`src/common/pllcg_pkg.sv`:
```
// package: register map, field layout, reset values and timing of the clock generator control
package pllcg_pkg;

	// ------------------------------------------------------------
	// register byte addresses
	// ------------------------------------------------------------
	localparam logic [31:0] PLLCG_CSR_ADDR  = 32'h01b7c100;
	localparam logic [31:0] PLLCG_MULT_ADDR = 32'h01b7c110;
	localparam logic [31:0] PLLCG_DIV0_ADDR = 32'h01b7c114;
	localparam logic [31:0] PLLCG_DIV1_ADDR = 32'h01b7c118;
	localparam logic [31:0] PLLCG_DIV2_ADDR = 32'h01b7c11c;
	localparam logic [31:0] PLLCG_DIV3_ADDR = 32'h01b7c120;

	// ------------------------------------------------------------
	// field positions
	// ------------------------------------------------------------
	localparam int PLLCG_PATH_BIT   = 0;
	localparam int PLLCG_PWRDN_BIT  = 1;
	localparam int PLLCG_RST_BIT    = 3;
	localparam int PLLCG_STABLE_BIT = 6;
	localparam int PLLCG_DIV_EN_BIT = 15;
	localparam int PLLCG_RATIO_W    = 5;

	// ------------------------------------------------------------
	// reset values
	// ------------------------------------------------------------
	localparam logic       PLLCG_PATH_RESET  = 1'b0;
	localparam logic       PLLCG_PWRDN_RESET = 1'b0;
	localparam logic       PLLCG_RST_RESET   = 1'b1;
	localparam logic       PLLCG_DIV_EN_RESET = 1'b1;
	localparam logic [4:0] PLLCG_MULT_RESET  = 5'h07;
	localparam logic [4:0] PLLCG_DIV0_RESET  = 5'h00;
	localparam logic [4:0] PLLCG_DIV1_RESET  = 5'h00;
	localparam logic [4:0] PLLCG_DIV2_RESET  = 5'h01;
	localparam logic [4:0] PLLCG_DIV3_RESET  = 5'h01;
	localparam logic [4:0] PLLCG_MULT_MIN    = 5'h04;
	localparam logic [4:0] PLLCG_MULT_MAX    = 5'h19;

	// ------------------------------------------------------------
	// timing
	// ------------------------------------------------------------
	localparam int PLLCG_CLOCK_HZ       = 20000000;
	localparam int PLLCG_PLL_RESET_NS   = 125;
	localparam int PLLCG_PLL_RESET_CYC  =
		(PLLCG_PLL_RESET_NS * (PLLCG_CLOCK_HZ / 1000000) + 999) / 1000;
	localparam int PLLCG_STABLE_DEFAULT = 4096;

	// multiplier codes outside x4..x25 are reserved
	function automatic logic pllcg_mult_ok(input logic [4:0] code);
		pllcg_mult_ok = (code >= PLLCG_MULT_MIN) && (code <= PLLCG_MULT_MAX);
	endfunction : pllcg_mult_ok

	// divider register image: enable in bit 15, ratio in the low bits
	function automatic logic [31:0] pllcg_div_word(input logic en,
		input logic [4:0] ratio);
		pllcg_div_word = {16'h0000, en, 10'h000, ratio};
	endfunction : pllcg_div_word

endpackage : pllcg_pkg

```
`src/hw/pllcg_clock_control.sv`:
```
// top: control/status, multiplier and divider registers, clock path selection
//
// Function
// - memory interface clock is external pin or third system clock, by select bit.
// - third system clock comes from the common path through the third post-divider.
// - multiplier and divider writes take effect at run time without reset.
// - second system clock drives peripheral bus and the peripheral clock pin.
// - bit 6 reads 0 until the clock counter finishes, then 1.
// - bit 3 holds PLL reset, reset value 1; writing 0 releases it.
// - bit 1 set powers the PLL down; clear, default, keeps it running.
// - bit 0 clear bypasses to input clock; set uses PLL output.
// - reserved control/status bits read zero and ignore writes.
// - five-bit multiplier, codes x4 to x25 valid, others reserved, reset x7.
// - divider enable in bit 15, default 1; ratio code n divides by n+1.
`timescale 1ns/1ps
module pllcg_clock_control
	import pllcg_pkg::*;
#(
	parameter int STABLE_COUNT = PLLCG_STABLE_DEFAULT
)
(
	// clock and reset
	input  wire logic        clock,
	input  wire logic        rst,
	// register port
	input  wire logic        reg_write,
	input  wire logic        reg_read,
	input  wire logic [31:0] reg_addr,
	input  wire logic [31:0] reg_wdata,
	output logic [31:0]      reg_rdata,
	output logic             reg_ack,
	// pll analog side
	input  wire logic        pll_output_clock,
	output logic             pll_reset_hold,
	output logic             pll_power_down,
	output logic [4:0]       pll_multiplier,
	output logic [4:0]       input_prescaler,
	// memory interface source
	input  wire logic        memif_clock_source_select,
	input  wire logic        external_memif_clock_in,
	// system clocks
	output logic             core_clock,
	output logic             peripheral_bus_clock,
	output logic             peripheral_clock_output_pin,
	output logic             memif_internal_clock,
	output logic             memif_clock
);

	typedef struct packed {
		logic        path_select;
		logic        reset_hold;
		logic        power_down;
		logic [4:0]  mult;
		logic [3:0]  div_en;
		logic [19:0] div_ratio;
		logic        stable;
		logic [31:0] stable_cnt;
		logic        path_eff;
		logic        pll_prev;
		logic        memif_clk;
		logic [31:0] rdata;
		logic        ack;
	} pllcg_state_t;

	pllcg_state_t st;
	pllcg_state_t next_st;

	logic core_tick;
	logic periph_tick;
	logic memif_tick;
	logic src_tick;
	logic path_switch;

	// ------------------------------------------------------------
	// source selection
	// ------------------------------------------------------------
	// bypass ticks every reference cycle; pll path ticks on its rising edge
	assign src_tick = st.path_eff ? (pll_output_clock & ~st.pll_prev)
	                              : 1'b1;
	// switching waits for a core boundary so the old period completes
	assign path_switch = (st.path_select != st.path_eff) && core_tick;

	// ------------------------------------------------------------
	// register access and state update
	// ------------------------------------------------------------
	function automatic logic [31:0] read_mux(input pllcg_state_t s,
		input logic [31:0] a);
		logic [31:0] w;
		w = 32'h00000000;
		case (a)
			PLLCG_CSR_ADDR: begin
				w[PLLCG_PATH_BIT]   = s.path_select;
				w[PLLCG_PWRDN_BIT]  = s.power_down;
				w[PLLCG_RST_BIT]    = s.reset_hold;
				w[PLLCG_STABLE_BIT] = s.stable;
			end
			PLLCG_MULT_ADDR: w = {27'h0000000, s.mult};
			PLLCG_DIV0_ADDR: w = pllcg_div_word(s.div_en[0], s.div_ratio[4:0]);
			PLLCG_DIV1_ADDR: w = pllcg_div_word(s.div_en[1], s.div_ratio[9:5]);
			PLLCG_DIV2_ADDR: w = pllcg_div_word(s.div_en[2], s.div_ratio[14:10]);
			PLLCG_DIV3_ADDR: w = pllcg_div_word(s.div_en[3], s.div_ratio[19:15]);
			default: w = 32'h00000000;
		endcase
		read_mux = w;
	endfunction : read_mux

	always_comb begin
		next_st = st;
		next_st.ack = reg_write | reg_read;
		next_st.rdata = reg_read ? read_mux(st, reg_addr) : 32'h00000000;
		next_st.pll_prev = pll_output_clock;
		if (!st.stable) begin
			if (st.stable_cnt >= 32'(STABLE_COUNT - 1)) begin
				next_st.stable = 1'b1;
			end else begin
				next_st.stable_cnt = st.stable_cnt + 32'h00000001;
			end
		end
		if (path_switch) begin
			next_st.path_eff = st.path_select;
		end
		if (reg_write) begin
			case (reg_addr)
				PLLCG_CSR_ADDR: begin
					// only bits 0, 1 and 3 are stored
					next_st.path_select = reg_wdata[PLLCG_PATH_BIT];
					next_st.power_down  = reg_wdata[PLLCG_PWRDN_BIT];
					next_st.reset_hold  = reg_wdata[PLLCG_RST_BIT];
				end
				PLLCG_MULT_ADDR: begin
					if (pllcg_mult_ok(reg_wdata[4:0])) begin
						next_st.mult = reg_wdata[4:0];
					end
				end
				PLLCG_DIV0_ADDR: begin
					next_st.div_en[0] = reg_wdata[PLLCG_DIV_EN_BIT];
					next_st.div_ratio[4:0] = reg_wdata[4:0];
				end
				PLLCG_DIV1_ADDR: begin
					next_st.div_en[1] = reg_wdata[PLLCG_DIV_EN_BIT];
					next_st.div_ratio[9:5] = reg_wdata[4:0];
				end
				PLLCG_DIV2_ADDR: begin
					next_st.div_en[2] = reg_wdata[PLLCG_DIV_EN_BIT];
					next_st.div_ratio[14:10] = reg_wdata[4:0];
				end
				PLLCG_DIV3_ADDR: begin
					next_st.div_en[3] = reg_wdata[PLLCG_DIV_EN_BIT];
					next_st.div_ratio[19:15] = reg_wdata[4:0];
				end
				default: begin
					next_st.ack = 1'b1;
				end
			endcase
		end
		// external pin taken as a level; internal clock as the divider tick
		next_st.memif_clk = memif_clock_source_select ?
			external_memif_clock_in : memif_tick;
	end

	always_ff @(posedge clock) begin
		if (rst) begin
			st <= '0;
			st.reset_hold <= PLLCG_RST_RESET;
			st.path_select <= PLLCG_PATH_RESET;
			st.path_eff <= PLLCG_PATH_RESET;
			st.power_down <= PLLCG_PWRDN_RESET;
			st.mult <= PLLCG_MULT_RESET;
			st.div_en <= {4{PLLCG_DIV_EN_RESET}};
			st.div_ratio <= {PLLCG_DIV3_RESET, PLLCG_DIV2_RESET,
			                 PLLCG_DIV1_RESET, PLLCG_DIV0_RESET};
		end else begin
			st <= next_st;
		end
	end

	// ------------------------------------------------------------
	// post-dividers
	// ------------------------------------------------------------
	pllcg_post_divider u_core_div (
		.clock    (clock),
		.rst      (rst),
		.src_tick (src_tick),
		.restart  (path_switch),
		.ratio    (st.div_ratio[9:5]),
		.enable   (st.div_en[1]),
		.tick     (core_tick)
	);

	pllcg_post_divider u_periph_div (
		.clock    (clock),
		.rst      (rst),
		.src_tick (src_tick),
		.restart  (path_switch),
		.ratio    (st.div_ratio[14:10]),
		.enable   (st.div_en[2]),
		.tick     (periph_tick)
	);

	// third system clock from the same selected path
	pllcg_post_divider u_memif_div (
		.clock    (clock),
		.rst      (rst),
		.src_tick (src_tick),
		.restart  (path_switch),
		.ratio    (st.div_ratio[19:15]),
		.enable   (st.div_en[3]),
		.tick     (memif_tick)
	);

	// ------------------------------------------------------------
	// outputs
	// ------------------------------------------------------------
	assign reg_rdata = st.rdata;
	assign reg_ack = st.ack;
	assign pll_reset_hold = st.reset_hold;
	assign pll_power_down = st.power_down;
	assign pll_multiplier = st.mult;
	assign input_prescaler = st.div_ratio[4:0];
	assign core_clock = core_tick;
	assign peripheral_bus_clock = periph_tick;
	assign peripheral_clock_output_pin = periph_tick;
	assign memif_internal_clock = memif_tick;
	assign memif_clock = st.memif_clk;

	// ------------------------------------------------------------
	// checks
	// ------------------------------------------------------------
	a_reserved_zero: assert property (@(posedge clock) disable iff (rst)
		$past(reg_read) && $past(reg_addr) == PLLCG_CSR_ADDR
		|-> reg_rdata[31:7] == 25'h0 && reg_rdata[5:4] == 2'h0
		&& reg_rdata[2] == 1'b0)
		else $error("reserved status bits read nonzero");
	a_reset_hold_wr: assert property (@(posedge clock) disable iff (rst)
		reg_write && reg_addr == PLLCG_CSR_ADDR
		|=> pll_reset_hold == $past(reg_wdata[PLLCG_RST_BIT]))
		else $error("pll reset hold did not follow write");
	a_power_down_wr: assert property (@(posedge clock) disable iff (rst)
		reg_write && reg_addr == PLLCG_CSR_ADDR
		|=> pll_power_down == $past(reg_wdata[PLLCG_PWRDN_BIT]))
		else $error("pll power down did not follow write");
	a_path_boundary: assert property (@(posedge clock) disable iff (rst)
		$changed(st.path_eff) |-> $past(core_tick))
		else $error("clock path switched off a core boundary");
	// a tick marks a boundary, so the ratio behind it is the one in force
	a_bypass_ticks: assert property (@(posedge clock) disable iff (rst)
		!st.path_eff && !path_switch && core_clock && st.div_en[1]
		&& $past(st.div_ratio[9:5]) == 5'h00 |=> core_clock)
		else $error("bypass divide by one missed a cycle");
	a_stable_count: assert property (@(posedge clock) disable iff (rst)
		$rose(st.stable) |-> st.stable_cnt == 32'(STABLE_COUNT - 1))
		else $error("stable rose before count finished");
	a_mult_valid: assert property (@(posedge clock) disable iff (rst)
		pllcg_mult_ok(pll_multiplier))
		else $error("multiplier holds a reserved code");
	a_memif_select: assert property (@(posedge clock) disable iff (rst)
		$past(memif_clock_source_select)
		|-> memif_clock == $past(external_memif_clock_in))
		else $error("memory clock not taken from external pin");
	a_pin_mirror: assert property (@(posedge clock) disable iff (rst)
		peripheral_clock_output_pin == peripheral_bus_clock)
		else $error("peripheral pin differs from bus clock");

endmodule : pllcg_clock_control

```
`src/hw/pllcg_post_divider.sv`:
```
// post-divider: one output tick per ratio+1 source ticks
`timescale 1ns/1ps
module pllcg_post_divider
	import pllcg_pkg::*;
(
	// clock and reset
	input  wire logic       clock,
	input  wire logic       rst,
	// source and control
	input  wire logic       src_tick,
	input  wire logic       restart,
	input  wire logic [4:0] ratio,
	input  wire logic       enable,
	// divided clock
	output logic            tick
);

	typedef struct packed {
		logic [4:0] cnt;
		logic [4:0] ratio_act;
		logic       tick;
	} pllcg_div_state_t;

	pllcg_div_state_t st;
	pllcg_div_state_t next_st;

	// a new ratio is taken at a period boundary, or on restart, which also clears the count
	always_comb begin
		next_st = st;
		next_st.tick = 1'b0;
		if (restart) begin
			next_st.cnt = 5'h00;
			next_st.ratio_act = ratio;
		end else if (src_tick) begin
			if (st.cnt == st.ratio_act) begin
				next_st.cnt = 5'h00;
				next_st.ratio_act = ratio;
				next_st.tick = enable;
			end else begin
				next_st.cnt = st.cnt + 5'h01;
			end
		end
	end

	always_ff @(posedge clock) begin
		if (rst) begin
			st <= '0;
		end else begin
			st <= next_st;
		end
	end

	assign tick = st.tick;

	a_div_disabled_quiet: assert property (@(posedge clock) disable iff (rst)
		!$past(enable) |-> !tick)
		else $error("disabled divider produced a tick");

endmodule : pllcg_post_divider
```
`config.mk`:
```
export PLATFORM = sky130hd
export DESIGN_NAME = pllcg_clock_control
export DESIGN_NICKNAME = d
export VERILOG_FILES = /design/src/common/pllcg_pkg.sv /design/src/hw/pllcg_clock_control.sv /design/src/hw/pllcg_post_divider.sv
export SDC_FILE = /design/constraint.sdc
export NUM_CORES = 1
export LEC_CHECK = 0
export BUFFER_PORTS_ARGS = -buffer_cell sky130_fd_sc_hd__clkbuf_2
export CORE_MARGIN = 1.5
export CORE_UTILIZATION = 31
export CTS_BUF_LIST = sky130_fd_sc_hd__clkbuf_16
export CTS_CLUSTER_DIAMETER = 60
export CTS_CLUSTER_SIZE = 28
export DETAILED_ROUTE_END_ITERATION = 10
export PLACE_DENSITY = 0.56
export SLEW_MARGIN = 30
export SYNTH_ARGS = -nofsm -noshare
export SYNTH_HDL_FRONTEND = slang
export SYNTH_HIERARCHICAL = 1
export SYNTH_SLANG_ARGS = --single-unit
```
`constraint.sdc`:
```
create_clock -name clock -period 3 [get_ports clock]
set_clock_uncertainty 0.2 [all_clocks]
set_input_delay 0.6 -clock clock [delete_from_list [all_inputs] [get_ports clock]]
set_output_delay 0.6 -clock clock [all_outputs]
set_load 0.02 [all_outputs]
```
After elaboration in Yosys (flattened, before gate mapping)
Cells that the tools add are included.
Word-level totals
  bits in registers: 134
  bits of input ports: 71
  output and inout port bits: 50
  word-level logic and storage cells: 104
Cells by class
  add/sub/neg operators: 4
  magnitude comparators: 3
  equal/unequal tests: 10
  muxes and demuxes: 24
  bitwise operators: 11
  reduce and logical (&&, ||, !) cells: 23
Operators by type and width (number)
  $eq A32 B25 Y1 const B: 6
  $mux W6: 6
  $pmux W9 S4: 1
  $mux W33: 1
  $add A32 B1 Y32 const B: 1
  $ge A32 B12 Y1 const B: 1
  $mux W32: 1
  $mux W5: 6
  $reduce_and A2 Y1: 9
  $add A5 B1 Y5 const B: 3
  $eq A5 B5 Y1: 3
  $pmux W2 S6: 1
  $reduce_or A4 Y1: 3
  $pmux W1 S5: 2
  $not A1 Y1: 9
  $reduce_bool A2 Y1: 4
  $pmux W1 S6: 1
  $reduce_or A6 Y1: 1
  $ge A5 B3 Y1 const B: 1
  $le A5 B5 Y1 const B: 1
  $mux W1: 5
  $reduce_or A2 Y1: 2
  $reduce_and A3 Y1: 1
  $reduce_or A3 Y1: 1
  other kinds (4): 5

Depth between registers and ports, before layout
  depth after elaboration: 5
  gate-level depth with buffers: 8
  depth with buffers taken out: 6

Modules after synthesis
Netlist, hierarchy kept.
Modules (own cells, without submodules)
  pllcg_clock_control: times used 1, cells each 377, area an instance 3569.7 um^2, sequential area each 1521.5 um^2
  pllcg_post_divider: times used 3, cells each 61, area an instance 551.8 um^2, sequential area each 220.2 um^2

Worst setup path before layout
Ideal clock, no wire load.
  path type: input port to flip-flop
  start point: in reg_addr[1]
  end point: reg st, in the netlist pll_reset_hold
  setup time: 0.120 ns
  arrival: 1.891 ns
  path slack: 0.789 ns
  cell stages on the path: 4
  cells stage by stage: or4_4 > nor4b_4 > nand4_2 > a211o_1
Between the ends
  word-level cells in the longest chain between the ends: 2
Ends and longest elaborated chain
  from (decl): RTL line pllcg_clock_control.sv:28  | input wire logic [31:0] reg_addr,
  $eq A32 B25 Y1: RTL line pllcg_clock_control.sv:123  | case (reg_addr)
  $reduce_and A2 Y1 (no source line)
  to (signal assigned): RTL line pllcg_clock_control.sv:173  | st <= next_st;
  to (decl): RTL line pllcg_clock_control.sv:65  | pllcg_state_t st;
Every way passes these cells.
A chain may end at the register's enable or synchronous reset.

Worst setup path after layout
  start point: in reg_addr[1]
  end point: reg st, in the netlist input_prescaler[0]
The elaborated chain is that of the path after synthesis.

==> flow_summary.toml <==
[final_layout]
n_antenna_cell = 0
fillers = 1714
syn_to_final_growth_pct = 11.40
final_nets = 672
drive_gt1_frac = 0.1993
seq_area_um2 = 2182
fin_area_um2 = 5821
postLayoutCoreUtil = 0.3522
multi_input_area_um2 = 2626

[power]
switchingPower_w = 0.0009061
p_leak_nw = 2.489
swShare = 0.2831
ir_worst_vdd_mv = 0.3414
p_seq_frac = 0.483
power_density_nw_per_um2 = 550.0
p_int_w = 0.002295
comb_power_share = 0.131
p_clk_frac = 0.386

[grt]
antenna_found_initial = 0
grt_pass1_vias = 3815
overflow = 0
grt_start_max_net_pins = 79
grt_pass1_wl_mm = 19.29
grt_usage = 0.1365

[synth]
synth_cell_type_count = 55
syn_area_um2 = 5225
synth.most_common_cell = "dfxtp_1"
synth_top_area_share = 0.4176
async_flop_share = 0
ys_warn_count = 6
yosysTopAreaCell = "dfxtp_1"
synth_edf_count = 0
syn_area_per_cell_um2 = 9.330
yosys-top-cells-area = "dfxtp_1, buf_4, mux2i_1"
synthTopCellsByCount = "dfxtp_1, nor2_1, buf_4, nand2_1, mux2i_1"
ys_seq_elements = 109
ys_seq_area_frac = 0.4176
postSynthCellCount = 560
synth_ff_type = "dfxtp_1"

[critical_path]
r2r_cells = 5
path_class = "input pin to flip-flop"
r2r-start = "st[53]$_SDFFE_PP0P_"
crit_arrival_ps = 2470
cp-end-kind = "flip-flop"
crit_path_end = "input_prescaler[0]$_SDFFE_PP0P_"
cp_data_required_time_ps = 3030
worstPathMaxFanout = 8
start_kind = "input pin"
reg2reg_to = "st[45]$_SDFFE_PP0P_"
reg2reg_slack_ps = 640
crit_start = "reg_addr[1]"

[timing]
fin_tns_setup_ps = 0
fin_crit_ps = 2445
worst_slew_pin_slew_ps = 721.9
max-slew-margin-rel = 0.5143
hold_violations = 0
fmax_mhz = 409.0
finalCritPeriodShare = 0.8150
whs_ps = 238.0
rsz0062_at_grt = "false"
final_max_slew_viol_count = 0
finalSetupViolCount = 0
worst_slack_ps = 554.9

[floorplan]
ios = 121
core_um2 = 16520
num_rows = 47
die_h_um = 132.8
start_util = 0.3162
die_area_um2 = 17640
die-width_um = 132.8

[routing]
wl_per_cell_um = 14.08
drt.antenna.violating_nets = 0
routed_via_density = 4.822
first_iter_violations = 226
routed_wl_mm = 11.57
route.detailed.drc = 0
drt_pass1_iterations = 4
dr_total_vias = 3964

[run]
max_cap_viol_count = 0

[status]
run_status = "finished clean"

[placed_design]
gp_congestion = 0.8167
hpwl_mm = 8.407
place_area_um2 = 5508
io_buffers = 69
pre_cts_slack_ps = 224.5

[clock_network]
cts.reportedPaths.clkPinSlew_ps = 80
hold_buffers = 0
cts_sinks = 109
cts_buffer_depth = 2
cts_buffers = 9
cts_tree = "done"
cts_resized = 0
clk_latency_ps = 360
cts_setup_buffers = 0
cts-root-buf = "clkbuf_16"
h-tree-depth = 3

[worst_hold_path]
min_path_type = "flip-flop to flip-flop"
## placed cells by master (no fill, tap or decap), drive strengths merged, types with 20 or more instances in the layout
cell type	netlist	routed
nor2b	29	29
nand4	20	20
clkbuf	9	77
o211ai	28	28
dfxtp	109	109
nand2	33	33
nor2	73	73
conb	1	25
mux2i	31	31
xnor2	20	20
## area by class of cell
class | count | area share
clock buffers | 9 | 0.03869
well taps | 220 | 0.04729
inverters | 10 | 0.006449
clock inverters | 7 | 0.01397
multi-input cells | 392 | 0.4512
repair buffers | 75 | 0.06750
flip-flops and latches | 109 | 0.3749
## critical path, cell delays in order
cell and delay [ps]:
clkbuf_2 90, nor4_1 640, and3_1 470, nand4b_2 350, mux2i_1 260, nor2_1 50
## routing by layer
metal	track usage	routed length, µm
met1	0.1670	5152
met2	0.2251	5557
met3	0.04598	666
met4	0.04518	195
met5	0	0
## flip-flops by register name (all words and copies together), names as in the netlist, 5 cells and up
register / cells
st: 55
pll_multiplier: 5
u_memif_div/st: 10
u_periph_div/st: 10
u_core_div/st: 10
input_prescaler: 5
reg_rdata: 7
## metrics by stage
step	std cells	power [W]
after global placement	806	0.001988
after floorplan	584	0.001924
final	822	0.003201
after global routing	822	0.003350
after CTS	822	0.003243
after detailed placement	806	0.002001
## logic make-up after synthesis
group / synth area share
and+or+nand+nor: 0.2486
other: 0.0007177
AOI/OAI and AO/OA: 0.08908
xor gates and xnor gates: 0.05029
DFF: 0.4176
adders and majority gates: 0.009579
buffers and inverters: 0.09818
muxes: 0.08597
## how the worst min path moves through the flow
stage	from	to	slack, ps	depth (start not counted)
after global placement	st[68]$_SDFF_PP0_	reg_rdata[6]$_SDFF_PP0_	240	2
final	st[68]$_SDFF_PP0_	reg_rdata[6]$_SDFF_PP0_	240	2
after detailed placement	st[68]$_SDFF_PP0_	reg_rdata[6]$_SDFF_PP0_	230	2
after CTS	st[68]$_SDFF_PP0_	reg_rdata[6]$_SDFF_PP0_	240	2
after global routing	st[68]$_SDFF_PP0_	reg_rdata[6]$_SDFF_PP0_	270	2
after floorplan	st[68]$_SDFF_PP0_	reg_rdata[6]$_SDFF_PP0_	210	2
## power groups by stage
stage	combinational, W	clock, W	sequential (W)
after floorplan	0.000332	0	0.00159
after global placement	0.000408	0	0.00158
after detailed placement	0.000420	0	0.00158
after CTS	0.000422	0.00127	0.00155
after global routing	0.000475	0.00132	0.00155
final	0.000418	0.00124	0.00155
No activity file was read; power rests on OpenSTA's default activity.
